**config.mk**
```make
export PLATFORM = sky130hd
export DESIGN_NAME = digital_input_edge_irq_filter
export DESIGN_NICKNAME = d
export VERILOG_FILES = /design/src/shared/di_pkg.sv /design/src/rtl/digital_input_edge_irq_filter.sv /design/src/rtl/input_filter.sv
export SDC_FILE = /design/constraint.sdc
export NUM_CORES = 1
export LEC_CHECK = 0
export BUFFER_PORTS_ARGS = -buffer_cell sky130_fd_sc_hd__buf_2
export CAP_MARGIN = 20
export CORE_MARGIN = 3
export CORE_UTILIZATION = 50
export DETAILED_ROUTE_END_ITERATION = 6
export PLACE_DENSITY = 0.79
export SLEW_MARGIN = 5
export SYNTH_ARGS = -nofsm -noshare
export SYNTH_HDL_FRONTEND = slang
export SYNTH_HIERARCHICAL = 1
export SYNTH_SLANG_ARGS = --single-unit
```
**constraint.sdc**
```tcl
create_clock -name CLOCK_IN -period 4 [get_ports CLOCK_IN]
set_input_delay 0.2 -clock CLOCK_IN [delete_from_list [all_inputs] [get_ports CLOCK_IN]]
set_output_delay 0.2 -clock CLOCK_IN [all_outputs]
set_load 0.01 [all_outputs]
```
**src/shared/di_pkg.sv**
```systemverilog
package di_pkg;

  ////////////////////////////////////////////////////////////////////////////////
  // geometry
  localparam int              NUM_CH       = 16;
  localparam int              EDGE_GROUP   = 2;
  localparam int              DELAY_GROUP  = 4;
  localparam int              NUM_EGRP     = NUM_CH / EDGE_GROUP;
  localparam int              NUM_DGRP     = NUM_CH / DELAY_GROUP;
  localparam int              CNT_W        = 19;
  localparam int              STATUS_W     = NUM_CH + 1;
  localparam int              LOST_BIT     = NUM_CH;
  localparam int              ADDR_W       = 12;

  typedef logic [CNT_W-1:0]    count_t;
  typedef logic [STATUS_W-1:0] status_t;

  ////////////////////////////////////////////////////////////////////////////////
  // timing
  localparam int              CLK_PERIOD_NS = 50;
  localparam int              DELAY_0P1_NS  = 100000;
  localparam int              DELAY_0P5_NS  = 500000;
  localparam int              DELAY_3_NS    = 3000000;
  localparam int              DELAY_15_NS   = 15000000;
  // least times, rounded up to whole cycles
  localparam count_t          DELAY_0P1_CYC     = count_t'((DELAY_0P1_NS + CLK_PERIOD_NS - 1) / CLK_PERIOD_NS);
  localparam count_t          DELAY_0P5_CYC_DEF = count_t'((DELAY_0P5_NS + CLK_PERIOD_NS - 1) / CLK_PERIOD_NS);
  localparam count_t          DELAY_3_CYC_DEF   = count_t'((DELAY_3_NS + CLK_PERIOD_NS - 1) / CLK_PERIOD_NS);
  localparam count_t          DELAY_15_CYC_DEF  = count_t'((DELAY_15_NS + CLK_PERIOD_NS - 1) / CLK_PERIOD_NS);

  ////////////////////////////////////////////////////////////////////////////////
  // register indices; byte address is four times the index
  localparam logic [7:0]      REG_IDX_IN_LOW    = 8'h88;
  localparam logic [7:0]      REG_IDX_IN_HIGH   = 8'h89;
  localparam logic [7:0]      REG_IDX_EDGE_CFG  = 8'h8A;
  localparam logic [7:0]      REG_IDX_DELAY_CFG = 8'h8B;
  localparam logic [7:0]      REG_IDX_STATUS    = 8'h8C;
  localparam logic [7:0]      REG_IDX_MASK      = 8'h8D;
  localparam logic [7:0]      REG_IDX_FILTERED  = 8'h8E;

  ////////////////////////////////////////////////////////////////////////////////
  // field encodings and reset values
  localparam logic [1:0]      EDGE_NONE    = 2'h0;
  localparam logic [1:0]      EDGE_RISE    = 2'h1;
  localparam logic [1:0]      EDGE_FALL    = 2'h2;
  localparam logic [1:0]      EDGE_BOTH    = 2'h3;
  localparam logic [1:0]      DLY_0P1      = 2'h0;
  localparam logic [1:0]      DLY_0P5      = 2'h1;
  localparam logic [1:0]      DLY_3        = 2'h2;
  localparam logic [1:0]      DLY_15       = 2'h3;
  localparam logic [15:0]     FAST_CHANNELS = 16'h000F;
  localparam logic [15:0]     EDGE_CFG_RST  = 16'h0000;
  localparam logic [7:0]      DELAY_CFG_RST = 8'hAA;
  localparam status_t         STATUS_RST    = 17'h00000;
  localparam status_t         MASK_RST      = 17'h00000;

endpackage

```
**src/rtl/digital_input_edge_irq_filter.sv**
```systemverilog
// Design decision made here: the APB register port.
`timescale 1ns/1ps
module digital_input_edge_irq_filter
  import di_pkg::*;
#(
  parameter di_pkg::count_t DELAY_0P5_CYC = di_pkg::DELAY_0P5_CYC_DEF,
  parameter di_pkg::count_t DELAY_3_CYC   = di_pkg::DELAY_3_CYC_DEF,
  parameter di_pkg::count_t DELAY_15_CYC  = di_pkg::DELAY_15_CYC_DEF
) (
  // clock and reset
  input  wire logic                      CLOCK_IN,
  input  wire logic                      RESET_IN,
  // apb slave
  input  wire logic                      PSEL_IN,
  input  wire logic                      PENABLE_IN,
  input  wire logic                      PWRITE_IN,
  input  wire logic [di_pkg::ADDR_W-1:0] PADDR_IN,
  input  wire logic [31:0]               PWDATA_IN,
  input  wire logic [3:0]                PSTRB_IN,
  output logic      [31:0]               PRDATA_OUT,
  output logic                           PREADY_OUT,
  output logic                           PSLVERR_OUT,
  // field inputs
  input  wire logic [di_pkg::NUM_CH-1:0] FIELD_IN,
  // interrupt
  output logic                           IRQ_OUT
);

  import di_pkg::*;

  ////////////////////////////////////////////////////////////////////////////////
  // helpers

  function automatic logic [ADDR_W-1:0] byte_addr(input logic [7:0] idx);
    byte_addr = {2'b00, idx, 2'b00};
  endfunction

  function automatic logic [31:0] merge_strb(input logic [31:0] old_val,
                                             input logic [31:0] wdata,
                                             input logic [3:0]  strb);
    logic [31:0] res;
    res = old_val;
    for (int b = 0; b < 4; b++) begin
      if (strb[b]) begin
        res[8*b +: 8] = wdata[8*b +: 8];
      end
    end
    merge_strb = res;
  endfunction

  // slow inputs cannot use the shortest delay, so they fall back to 0.5 ms
  function automatic count_t delay_limit(input logic [1:0] code,
                                         input logic       fast);
    count_t lim;
    lim = DELAY_0P5_CYC;
    case (code)
      DLY_0P1: lim = fast ? DELAY_0P1_CYC : DELAY_0P5_CYC;
      DLY_0P5: lim = DELAY_0P5_CYC;
      DLY_3:   lim = DELAY_3_CYC;
      DLY_15:  lim = DELAY_15_CYC;
      default: lim = DELAY_0P5_CYC;
    endcase
    delay_limit = lim;
  endfunction

  ////////////////////////////////////////////////////////////////////////////////
  // declarations

  logic [NUM_CH-1:0] sync1_q;
  logic [NUM_CH-1:0] sync2_q;
  logic [NUM_CH-1:0] sync1_d;
  logic [NUM_CH-1:0] sync2_d;
  logic [NUM_CH-1:0] filt;
  logic [NUM_CH-1:0] prev_q, prev_d;
  logic [NUM_CH-1:0] evt;
  count_t            limit [NUM_CH];

  logic [15:0]       edge_cfg_q, edge_cfg_d;
  logic [7:0]        delay_cfg_q, delay_cfg_d;
  status_t           status_q, status_d;
  status_t           mask_q, mask_d;
  logic              irq_q, irq_d;
  logic [31:0]       prdata_q, prdata_d;
  logic              err_q, err_d;

  logic              setup_ph;
  logic              access_wr;
  logic              hit;
  logic [31:0]       rd_mux;
  logic              sel_edge;
  logic              sel_delay;
  logic              sel_status;
  logic              sel_mask;
  logic [31:0]       edge_wr;
  logic [31:0]       delay_wr;
  logic [31:0]       mask_wr;
  logic [31:0]       clr_wr;
  status_t           set_bits;
  status_t           clr_bits;
  logic              lost;

  ////////////////////////////////////////////////////////////////////////////////
  // input synchroniser: two flops before any logic sees the pins; a first
  // flop caught mid-change gets a whole cycle to settle before the second
  // samples it, and nothing else ever reads the first

  always_comb begin
    sync1_d = FIELD_IN;
    sync2_d = sync1_q;
  end

  always_ff @(posedge CLOCK_IN or posedge RESET_IN) begin
    if (RESET_IN) begin
      sync1_q <= '0;
      sync2_q <= '0;
    end else begin
      sync1_q <= sync1_d;
      sync2_q <= sync2_d;
    end
  end

  ////////////////////////////////////////////////////////////////////////////////
  // per-channel delay filter
  // a new delay setting takes effect at once, even on a count in flight

  always_comb begin
    for (int ch = 0; ch < NUM_CH; ch++) begin
      limit[ch] = delay_limit(delay_cfg_q[2*(ch/DELAY_GROUP) +: 2], FAST_CHANNELS[ch]);
    end
  end

  for (genvar gch = 0; gch < NUM_CH; gch++) begin : g_filter
    input_filter u_filter (
      .CLOCK_IN  (CLOCK_IN),
      .RESET_IN  (RESET_IN),
      .RAW_IN    (sync2_q[gch]),
      .LIMIT_IN  (limit[gch]),
      .LEVEL_OUT (filt[gch])
    );
  end

  ////////////////////////////////////////////////////////////////////////////////
  // edge detection on the filtered level
  // filter and prev both reset low, the idle level of an open input, so
  // leaving reset never looks like a rising edge

  always_comb begin
    logic [1:0] sel;
    sel    = EDGE_NONE;
    prev_d = filt;
    evt    = '0;
    for (int ch = 0; ch < NUM_CH; ch++) begin
      sel = edge_cfg_q[2*(ch/EDGE_GROUP) +: 2];
      case (sel)
        EDGE_RISE: evt[ch] = filt[ch] & ~prev_q[ch];
        EDGE_FALL: evt[ch] = ~filt[ch] & prev_q[ch];
        EDGE_BOTH: evt[ch] = filt[ch] ^ prev_q[ch];
        default:   evt[ch] = 1'b0;
      endcase
    end
  end

  always_ff @(posedge CLOCK_IN or posedge RESET_IN) begin
    if (RESET_IN) begin
      prev_q <= '0;
    end else begin
      prev_q <= prev_d;
    end
  end

  ////////////////////////////////////////////////////////////////////////////////
  // apb address decode
  // a misaligned address matches no entry and so answers with an error

  assign setup_ph  = PSEL_IN & ~PENABLE_IN;
  assign access_wr = PSEL_IN & PENABLE_IN & PWRITE_IN;

  always_comb begin
    hit        = 1'b1;
    rd_mux     = 32'h0000_0000;
    sel_edge   = 1'b0;
    sel_delay  = 1'b0;
    sel_status = 1'b0;
    sel_mask   = 1'b0;
    if (PADDR_IN == byte_addr(REG_IDX_IN_LOW)) begin
      rd_mux = {24'h00_0000, filt[7:0]};
    end else if (PADDR_IN == byte_addr(REG_IDX_IN_HIGH)) begin
      rd_mux = {24'h00_0000, filt[15:8]};
    end else if (PADDR_IN == byte_addr(REG_IDX_EDGE_CFG)) begin
      rd_mux   = {16'h0000, edge_cfg_q};
      sel_edge = 1'b1;
    end else if (PADDR_IN == byte_addr(REG_IDX_DELAY_CFG)) begin
      rd_mux    = {24'h00_0000, delay_cfg_q};
      sel_delay = 1'b1;
    end else if (PADDR_IN == byte_addr(REG_IDX_STATUS)) begin
      rd_mux     = {15'h0000, status_q};
      sel_status = 1'b1;
    end else if (PADDR_IN == byte_addr(REG_IDX_MASK)) begin
      rd_mux   = {15'h0000, mask_q};
      sel_mask = 1'b1;
    end else if (PADDR_IN == byte_addr(REG_IDX_FILTERED)) begin
      rd_mux = {16'h0000, filt};
    end else begin
      hit = 1'b0;
    end
  end

  ////////////////////////////////////////////////////////////////////////////////
  // apb answer: data and error are prepared in the setup cycle, so the
  // access phase always completes at once with flopped outputs

  always_comb begin
    prdata_d = prdata_q;
    err_d    = err_q;
    if (setup_ph) begin
      prdata_d = PWRITE_IN ? 32'h0000_0000 : rd_mux;
      err_d    = ~hit;
    end
  end

  always_ff @(posedge CLOCK_IN or posedge RESET_IN) begin
    if (RESET_IN) begin
      prdata_q <= 32'h0000_0000;
      err_q    <= 1'b0;
    end else begin
      prdata_q <= prdata_d;
      err_q    <= err_d;
    end
  end

  assign PREADY_OUT  = 1'b1;
  assign PSLVERR_OUT = err_q & PSEL_IN & PENABLE_IN;
  assign PRDATA_OUT  = prdata_q;

  ////////////////////////////////////////////////////////////////////////////////
  // configuration registers
  // read-only and unknown addresses select nothing, so writes there vanish

  assign edge_wr  = merge_strb({16'h0000, edge_cfg_q}, PWDATA_IN, PSTRB_IN);
  assign delay_wr = merge_strb({24'h00_0000, delay_cfg_q}, PWDATA_IN, PSTRB_IN);
  assign mask_wr  = merge_strb({15'h0000, mask_q}, PWDATA_IN, PSTRB_IN);
  assign clr_wr   = merge_strb(32'h0000_0000, PWDATA_IN, PSTRB_IN);

  always_comb begin
    edge_cfg_d  = edge_cfg_q;
    delay_cfg_d = delay_cfg_q;
    mask_d      = mask_q;
    if (access_wr && sel_edge) begin
      edge_cfg_d = edge_wr[15:0];
    end
    if (access_wr && sel_delay) begin
      delay_cfg_d = delay_wr[7:0];
    end
    if (access_wr && sel_mask) begin
      mask_d = mask_wr[STATUS_W-1:0];
    end
  end

  always_ff @(posedge CLOCK_IN or posedge RESET_IN) begin
    if (RESET_IN) begin
      edge_cfg_q  <= EDGE_CFG_RST;
      delay_cfg_q <= DELAY_CFG_RST;
      mask_q      <= MASK_RST;
    end else begin
      edge_cfg_q  <= edge_cfg_d;
      delay_cfg_q <= delay_cfg_d;
      mask_q      <= mask_d;
    end
  end

  ////////////////////////////////////////////////////////////////////////////////
  // sticky status, write one to clear; a new event in the clearing cycle wins

  always_comb begin
    // lost is judged on the status before any clear, so clearing a bit in
    // the very cycle a second edge arrives still reports the loss
    lost     = |(evt & status_q[NUM_CH-1:0]);
    set_bits = {lost, evt};
    clr_bits = (access_wr && sel_status) ? clr_wr[STATUS_W-1:0] : '0;
    status_d = (status_q & ~clr_bits) | set_bits;
    // diagnostics reach the pin only through mask bit 16
    irq_d    = |(status_d & mask_d);
  end

  always_ff @(posedge CLOCK_IN or posedge RESET_IN) begin
    if (RESET_IN) begin
      status_q <= STATUS_RST;
      irq_q    <= 1'b0;
    end else begin
      status_q <= status_d;
      irq_q    <= irq_d;
    end
  end

  assign IRQ_OUT = irq_q;

endmodule // digital_input_edge_irq_filter

```
**src/rtl/input_filter.sv**
```systemverilog
`timescale 1ns/1ps
module input_filter
  import di_pkg::*;
(
  // clock and reset
  input  wire logic          CLOCK_IN,
  input  wire logic          RESET_IN,
  // channel
  input  wire logic          RAW_IN,
  input  wire di_pkg::count_t LIMIT_IN,
  output logic               LEVEL_OUT
);

  import di_pkg::*;

  count_t cnt_q, cnt_d;
  logic   level_q, level_d;

  ////////////////////////////////////////////////////////////////////////////////
  // the level follows the raw input only once it has held for LIMIT_IN cycles;
  // any bounce restarts the count
  always_comb begin
    cnt_d   = '0;
    level_d = level_q;
    if (RAW_IN != level_q) begin
      if (cnt_q >= LIMIT_IN - count_t'(1)) begin
        level_d = RAW_IN;
      end else begin
        cnt_d = cnt_q + count_t'(1);
      end
    end
  end

  always_ff @(posedge CLOCK_IN or posedge RESET_IN) begin
    if (RESET_IN) begin
      cnt_q   <= '0;
      level_q <= 1'b0;
    end else begin
      cnt_q   <= cnt_d;
      level_q <= level_d;
    end
  end

  assign LEVEL_OUT = level_q;

endmodule // input_filter

```
==> results of run 1 <==
[stage by stage]
| step | utilization [%] | total power, uW | worst slack (ns) | instance area (sq um) | hold WS, ns |
|---|---|---|---|---|---|
| 6_report | 58.72 | 10230 | 0.3341 | 39020 | 0.06554 |
| 5_1_grt | 58.71 | 10640 | 0.007653 | 39010 | 0.1025 |
| 4_1_cts | 58.70 | 10340 | 0.2838 | 39000 | 0.07982 |
| 3_5_place_dp | 55.54 | 5375 | 0.3162 | 36910 | 0.3093 |
| 3_3_place_gp | 55.54 | 5353 | 0.4241 | 36910 | 0.3082 |
| 2_1_floorplan | - | 5211 | 0.2447 | 35470 | 0.1638 |
[logic make-up (layout without fill, tap and decap cells)]
kind of cell,count (synthesis),in the layout
AOI/OAI and AO/OA,410,410
xor gates and xnor gates,559,559
adders and majority gates,374,374
buffers and inverters,244,403
DFF,445,445
muxes,62,62
other,2,420
and+or+nand+nor,1696,1696
[worst register-to-register path, cell delays in order (launching register included)]
cell	delay, ns
dfstp_2	0.56
buf_4	0.28
nand2_1	0.11
inv_1	0.36
buf_4	0.35
nor3_1	0.08
nand3_1	0.16
nor2_1	0.07
xnor2_1	0.13
ha_1	0.27
nand2_1	0.05
nor2_1	0.13
a31oi_1	0.11
a21oi_1	0.42
buf_4	0.31
o211ai_1	0.14
[cell type report]
cell class / instances / area (sq um) / area share (%)
flip-flops and latches: 445 / 11140 / 28.55
clock buffers: 77 / 1505 / 3.858
repair buffers: 167 / 1176 / 3.014
diodes: 4 / 10.01 / 0.02565
clock inverters: 17 / 240.2 / 0.6157
multi-input cells: 3517 / 23330 / 59.78
well taps: 864 / 1081 / 2.771
inverters: 142 / 538.0 / 1.379
[layout by cell type (no fill, tap or decap), types with 32 or more instances in the layout]
cell	count
inv_1	140
and3_1	53
and4_1	32
dfrtp_1	441
mux2_2	40
xor2_1	194
buf_2	71
clkbuf_16	52
nand2_1	358
nand3b_1	46
a211oi_1	33
nand4_1	83
ha_1	374
nand2b_1	34
nand3_1	136
conb_1	416
nor3_1	447
a21oi_1	132
nor4_1	36
xnor2_1	365
dlygate4sd3_1	35
nor2_1	285
nor2b_1	39
buf_4	60
o21ai_0	102
[flip-flops by register name, summed over array words and instances, names as in the netlist, 8 cells and up]
| signal | cells |
|---|---|
| delay_cfg_q | 8 |
| sync2_q | 16 |
| status_q | 17 |
| mask_q | 17 |
| g_filter.u_filter/cnt_q | 304 |
| sync1_q | 16 |
| g_filter.u_filter/LEVEL_OUT | 16 |
| PRDATA_OUT | 17 |
| edge_cfg_q | 16 |
| prev_q | 16 |
[worst max-delay path by stage]
stage | start | to | slack (ns)
floorplan | delay_cfg_q[1] | g_filter[0].u_filter/LEVEL_OUT | 0.24
global placement | delay_cfg_q[3] | g_filter[5].u_filter/LEVEL_OUT | 0.42
detailed placement | delay_cfg_q[3] | g_filter[6].u_filter/cnt_q[5] | 0.32
CTS | delay_cfg_q[3] | g_filter[6].u_filter/cnt_q[13] | 0.28
global route | delay_cfg_q[3] | g_filter[4].u_filter/cnt_q[16] | 0.008
finish | delay_cfg_q[3] | g_filter[5].u_filter/LEVEL_OUT | 0.33
[per-layer routing]
metal	vias to the layer above	global-route usage [%]	part of all wire [%]
met5	-	0	0.0089
met4	2	6.891	2.8
met3	139	3.042	5.0
met2	607	37.34	46
met1	13420	30.64	46
li1	14170	-	-
[what timing repair did]
action,CTS,global route
setup endpoints to repair,0,2
buffers inserted,0,0
gates resized for setup,0,1
hold buffers,35,0
endpoints found under the hold margin,71,0
[power by group through the flow]
stage	Clock (uW)	Combinational (uW)	Sequential [uW]
floorplan	0	517	4690
global route	5160	834	4650
global placement	0	637	4720
detailed placement	0	656	4720
CTS	5020	690	4640
finish	4880	711	4640
==> reports/results.ini, run 1 <==
[setup_path]
crit_arrival_ns = 4.13
cp_num_buf_inv = 4
reg2reg_depth = 15
critical_path_cell_count = 15
cp-end-kind = register
cp_max_fo = 24
startpoint_type = register
r2r_slack_ns = 0.33
crit_top_cell = buf_4
path_cells = buf_4, nand2_1, inv_1, buf_4, nor3_1, nand3_1, nor2_1, xnor2_1, ha_1, nand2_1, nor2_1, a31oi_1, a21oi_1, buf_4, o211ai_1
crit_type = register to register
worstReg2RegEnd = g_filter[5].u_filter/LEVEL_OUT
rr_startpoint = delay_cfg_q[3]
cp_top_family = buffers and inverters
crit_path_top_delay_cell = dfstp_2
slowest_delay_ns = 0.56
required_ns = 4.47

[yosys]
synth_commonest_cells = 447 x nor3_1, 441 x dfrtp_1, 374 x ha_1
yosys_warnings = 6
synth-edff-count = 0
yosysMostFrequentCell = nor3_1
synthMuxAreaShare_pct = 1.978
synth_top_cell_by_area = dfrtp_1
synthTopCellsByArea = dfrtp_1 33%, ha_1 14%, xnor2_1 9.4%, nor3_1 6.6%, xor2_1 5.0%
yosysUniqueCellTypes = 72
synthXorXnorAreaFrac_pct = 14.44
synth_top_area_share_pct = 32.55
async_reset_ff_share_pct = 100.0
yosys.area_share.simple_pct = 26.50
ys_ff_latch = 445
synth_flop_cell = dfrtp_1
synth_compound_area_share_pct = 7.450
netlist_area_sq_um = 33910
syn_inst = 3792
synth_top_family_by_area = simple AND/OR/NAND/NOR gates
yosysSeqAreaShare_pct = 32.86
postSynthAreaPerCell_sq_um = 8.942
synth_fa_ha_area_share_pct = 13.80

[global_route]
track_usage_pct = 22.49
grt_pass1_wl_um = 133700
grt_max_degree = 77
antenna_found_initial = 5
grt_pass1_vias = 27400
overflow = 0

[timing]
clock.fmax_ghz = 0.2728
tightestPinTransition_ns = 0.8356
fin_tns_setup_ns = 0
slew_headroom_pct = 44.29
period_share_pct = 91.65
fin_crit_ns = 3.666
grt_setup_unrepaired = no
slew_viol_final = 0
setup_viol = 0
finalHoldViolCount = 0
fin_worst_skew_ns = 0.03194

[pwr]
swShare_pct = 24.44
seqPwrFrac_pct = 45.3
p_sw_uw = 2500
ir_worst_vdd_mv = 0.2748
power_frac_comb_pct = 6.9
leakagePower_uw = 0.01683
power.share.clock_pct = 47.7
p_int_uw = 7731
p_per_area_nw_per_um2 = 262.2

[routing]
drc = 0
dr_total_vias = 28340
dr.pass1.iters = 5
ant_nets = 0
viasPerCell = 5.416
wirelength_um = 79080
drt_iter0_drc = 2005
wl_per_cell_um = 15.11

[cells_and_area]
final_net_count = 4767
nFillCells = 5682
drive_gt1_share_pct = 8.202
final_cell_count_no_fill = 5233
syn_to_final_growth_pct = 15.07

[worst_hold_path]
hp-class = input port to async pin

[run]
cap_violations = 0

[floorplanning]
die_area_sq_um = 70980
initial_core_util_pct = 51.03
coreArea_sq_um = 66450
ios = 104
die_w_um = 266.4
rows = 94
die_y_um = 266.4

[clocking]
cts_tree = yes
cts_made_buffers = 51
clk_latency_ns = 0.62
path_clk_slew_ns = 0.06
clock-root-buffer = clkbuf_16
cts_max_level = 2
cts_max_path_buffers = 3
cts.sinks = 445

[place]
dp_cells = 5100
hpwlAfterDp_um = 58320
gp_congestion = 0.8803
portBuffers = 71

[outcome]
status = completed

Power figures use the tool's default switching activity.
==> run 2, diff against run 1 <==
- CTS_BUF_LIST: unset -> sky130_fd_sc_hd__clkbuf_8
- CTS_CLUSTER_DIAMETER: unset -> 50
==> reports/results.ini, run 2 (same netlist as run 1, synthesis figures left out) <==
[cells_and_area]
regArea_sq_um = 11140  ; unchanged
final_common_cell = nor3_1  ; unchanged
syn_to_final_growth_pct = 15.27  ; was 15.07%
nFillCells = 5683  ; was 5682
fin_area_sq_um = 39090  ; was 39020 sq um
largest_register_ff_count = 304  ; unchanged
final_net_count = 4804  ; was 4767
final_cell_mix = 447 x nor3_1, 441 x dfrtp_1, 416 x conb_1  ; unchanged
multi_input_area_sq_um = 23330  ; unchanged
fin_util_pct = 58.82  ; was 58.72%
largest_register = g_filter.u_filter/cnt_q  ; unchanged
drive_gt1_share_pct = 9.107  ; was 8.202%

[setup_path]
required_ns = 4.56  ; was 4.47 ns
crit_path_top_delay_cell = dfstp_2  ; unchanged
crit_arrival_ns = 4.23  ; was 4.13 ns
path_cells = inv_1, ha_1, or2_2, or4_1, nor4b_2, xnor2_1, ha_1, a21oi_1, o21ai_0, a31oi_1, a21oi_1, buf_4, nor3_1  ; was buf_4, nand2_1, inv_1, buf_4, nor3_1, nand3_1, nor2_1, xnor2_1, ha_1, nand2_1, nor2_1, a31oi_1, a21oi_1, buf_4, o211ai_1
slowest_delay_ns = 0.59  ; was 0.56 ns
crit_type = register to register  ; unchanged
cp-end-kind = register  ; unchanged
cp_top_family = simple AND/OR/NAND/NOR gates  ; was buffers and inverters
startpoint_type = register  ; unchanged
cp_max_fo = 20  ; was 24
cp_num_buf_inv = 2  ; was 4

[floorplanning]
die_y_um = 266.4  ; unchanged
coreArea_sq_um = 66450  ; unchanged
die_w_um = 266.4  ; unchanged
ios = 104  ; unchanged
die_area_sq_um = 70980  ; unchanged
rows = 94  ; unchanged
initial_core_util_pct = 51.03  ; unchanged

[routing]
ant_nets = 0  ; unchanged
viasPerCell = 5.385  ; was 5.416
wirelength_um = 79070  ; was 79080 um
dr_total_vias = 28520  ; was 28340
dr.pass1.iters = 5  ; unchanged
wl_per_cell_um = 14.93  ; was 15.11 um
drc = 0  ; unchanged
drt_iter0_drc = 1902  ; was 2005

[clocking]
clock-root-buffer = clkbuf_8  ; was clkbuf_16
clk_latency_ns = 0.68  ; was 0.62 ns
path_clk_slew_ns = 0.06  ; about the same
cts_made_buffers = 85  ; was 51
cts_max_level = 3  ; was 2
cts_tree = yes  ; unchanged
cts_max_path_buffers = 3  ; unchanged
cts.sinks = 445  ; unchanged

[place]
portBuffers = 71  ; unchanged
gp_congestion = 0.8803  ; unchanged
placed_cell_area_sq_um = 36910  ; unchanged
hpwlAfterDp_um = 58320  ; unchanged

[timing]
slew_headroom_pct = 44.59  ; was 44.29%
fin_worst_skew_ns = 0.02966  ; was 0.03194 ns
finalHoldViolCount = 0  ; unchanged
setup_viol = 0  ; unchanged
slew_viol_final = 0  ; unchanged
period_share_pct = 91.71  ; was 91.65%
tightestPinTransition_ns = 0.8311  ; was 0.8356 ns
fin_crit_ns = 3.668  ; was 3.666 ns
fin_tns_setup_ns = 0  ; unchanged
clock.fmax_ghz = 0.2726  ; was 0.2728 GHz
grt_setup_unrepaired = no  ; unchanged

[pwr]
p_total_uw = 10040  ; was 10230 uW
power_frac_comb_pct = 7.1  ; was 6.9%
p_int_uw = 7457  ; was 7731 uW
p_per_area_nw_per_um2 = 256.9  ; was 262.2 nW/um^2
leakagePower_uw = 0.01697  ; was 0.01683 uW
p_sw_uw = 2584  ; was 2500 uW
power.share.clock_pct = 46.7  ; was 47.7%
ir_worst_vdd_mv = 0.2080  ; was 0.2748 mV
swShare_pct = 25.73  ; was 24.44%
seqPwrFrac_pct = 46.2  ; was 45.3%

[global_route]
antenna_found_initial = 6  ; was 5
track_usage_pct = 22.64  ; was 22.49%
overflow = 0  ; unchanged
grt_max_degree = 77  ; unchanged
grt_pass1_vias = 27800  ; was 27400
grt_pass1_wl_um = 134300  ; was 133700 um

[worst_hold_path]
hp-class = input port to register  ; was input port to async pin

[run]
cap_violations = 0  ; unchanged

[outcome]
status = completed  ; unchanged

run 2: changes by cell type in the layout (fill, tap and decap cells not counted), sizes merged:
cell         before  now
inv             142  168
diode             4    6
dlygate4sd3      35   38
clkbuf           77  102
clkinvlp          3   10
clkinv            9    8
run 2: area by class of cell:
class,instances,share of cell area [%]
Antenna cell,6,0.03841
Tap cell,864,2.766
Sequential cell,445,28.50
Clock buffer,102,3.592
Inverter,142,1.377
Multi-Input combinational cell,3517,59.68
Timing Repair Buffer,170,3.086
Clock inverter,49,0.9572
run 2: timing repair:
action	4_1_cts	5_1_grt
hold buffers	38	0
gates resized for setup	0	1
setup endpoints to repair	0	3
setup buffers	0	0
hold endpoints to repair	84	0
run 2: power groups by stage:
stage	sequential (uW)	clock, uW	combinational (uW)
after floorplan	4690	0	517
after global placement	4720	0	637
after detailed placement	4720	0	656
after CTS	4640	4830	692
after global routing	4650	5030	836
final	4640	4690	714
run 2: worst min-delay path, delay by kind of cell:
kind                   cells  cell delay (ns)
AND/OR/NAND/NOR            5             0.47
buffers and inverters      1             0.08
run 2: per-stage QoR:
stage,hold slack (ns),worst slack (ns),instances
after floorplan,0.1638,0.2447,4206
after global placement,0.3082,0.4241,5100
after detailed placement,0.3093,0.3162,5100
after CTS,0.05018,0.2677,5289
after global routing,0.1141,0.01054,5293
final,0.1182,0.3317,5295
run 2: per-layer routing:
layer	routed length [um]	GRT usage, %	up-vias
met2	36600	37.17	591
met3	3956	3.770	153
met4	2233	7.750	2
met5	7	0	-
met1	36280	30.43	13530
li1	-	-	14240
run 2: final timing paths:
check / from / end / slack (ns) / cells past startpoint
max in group asynchronous: RESET_IN / delay_cfg_q[5] / 2.53 / 4
worst min-delay path: PADDR_IN[1] / status_q[14] / 0.12 / 6
min in group asynchronous: RESET_IN / sync2_q[3] / 0.57 / 3
worst max-delay path: delay_cfg_q[1] / g_filter[0].u_filter/cnt_q[11] / 0.33 / 13
worst min register to register: sync1_q[4] / sync2_q[4] / 0.34 / 0
worst max register to register: delay_cfg_q[1] / g_filter[0].u_filter/cnt_q[11] / 0.33 / 13
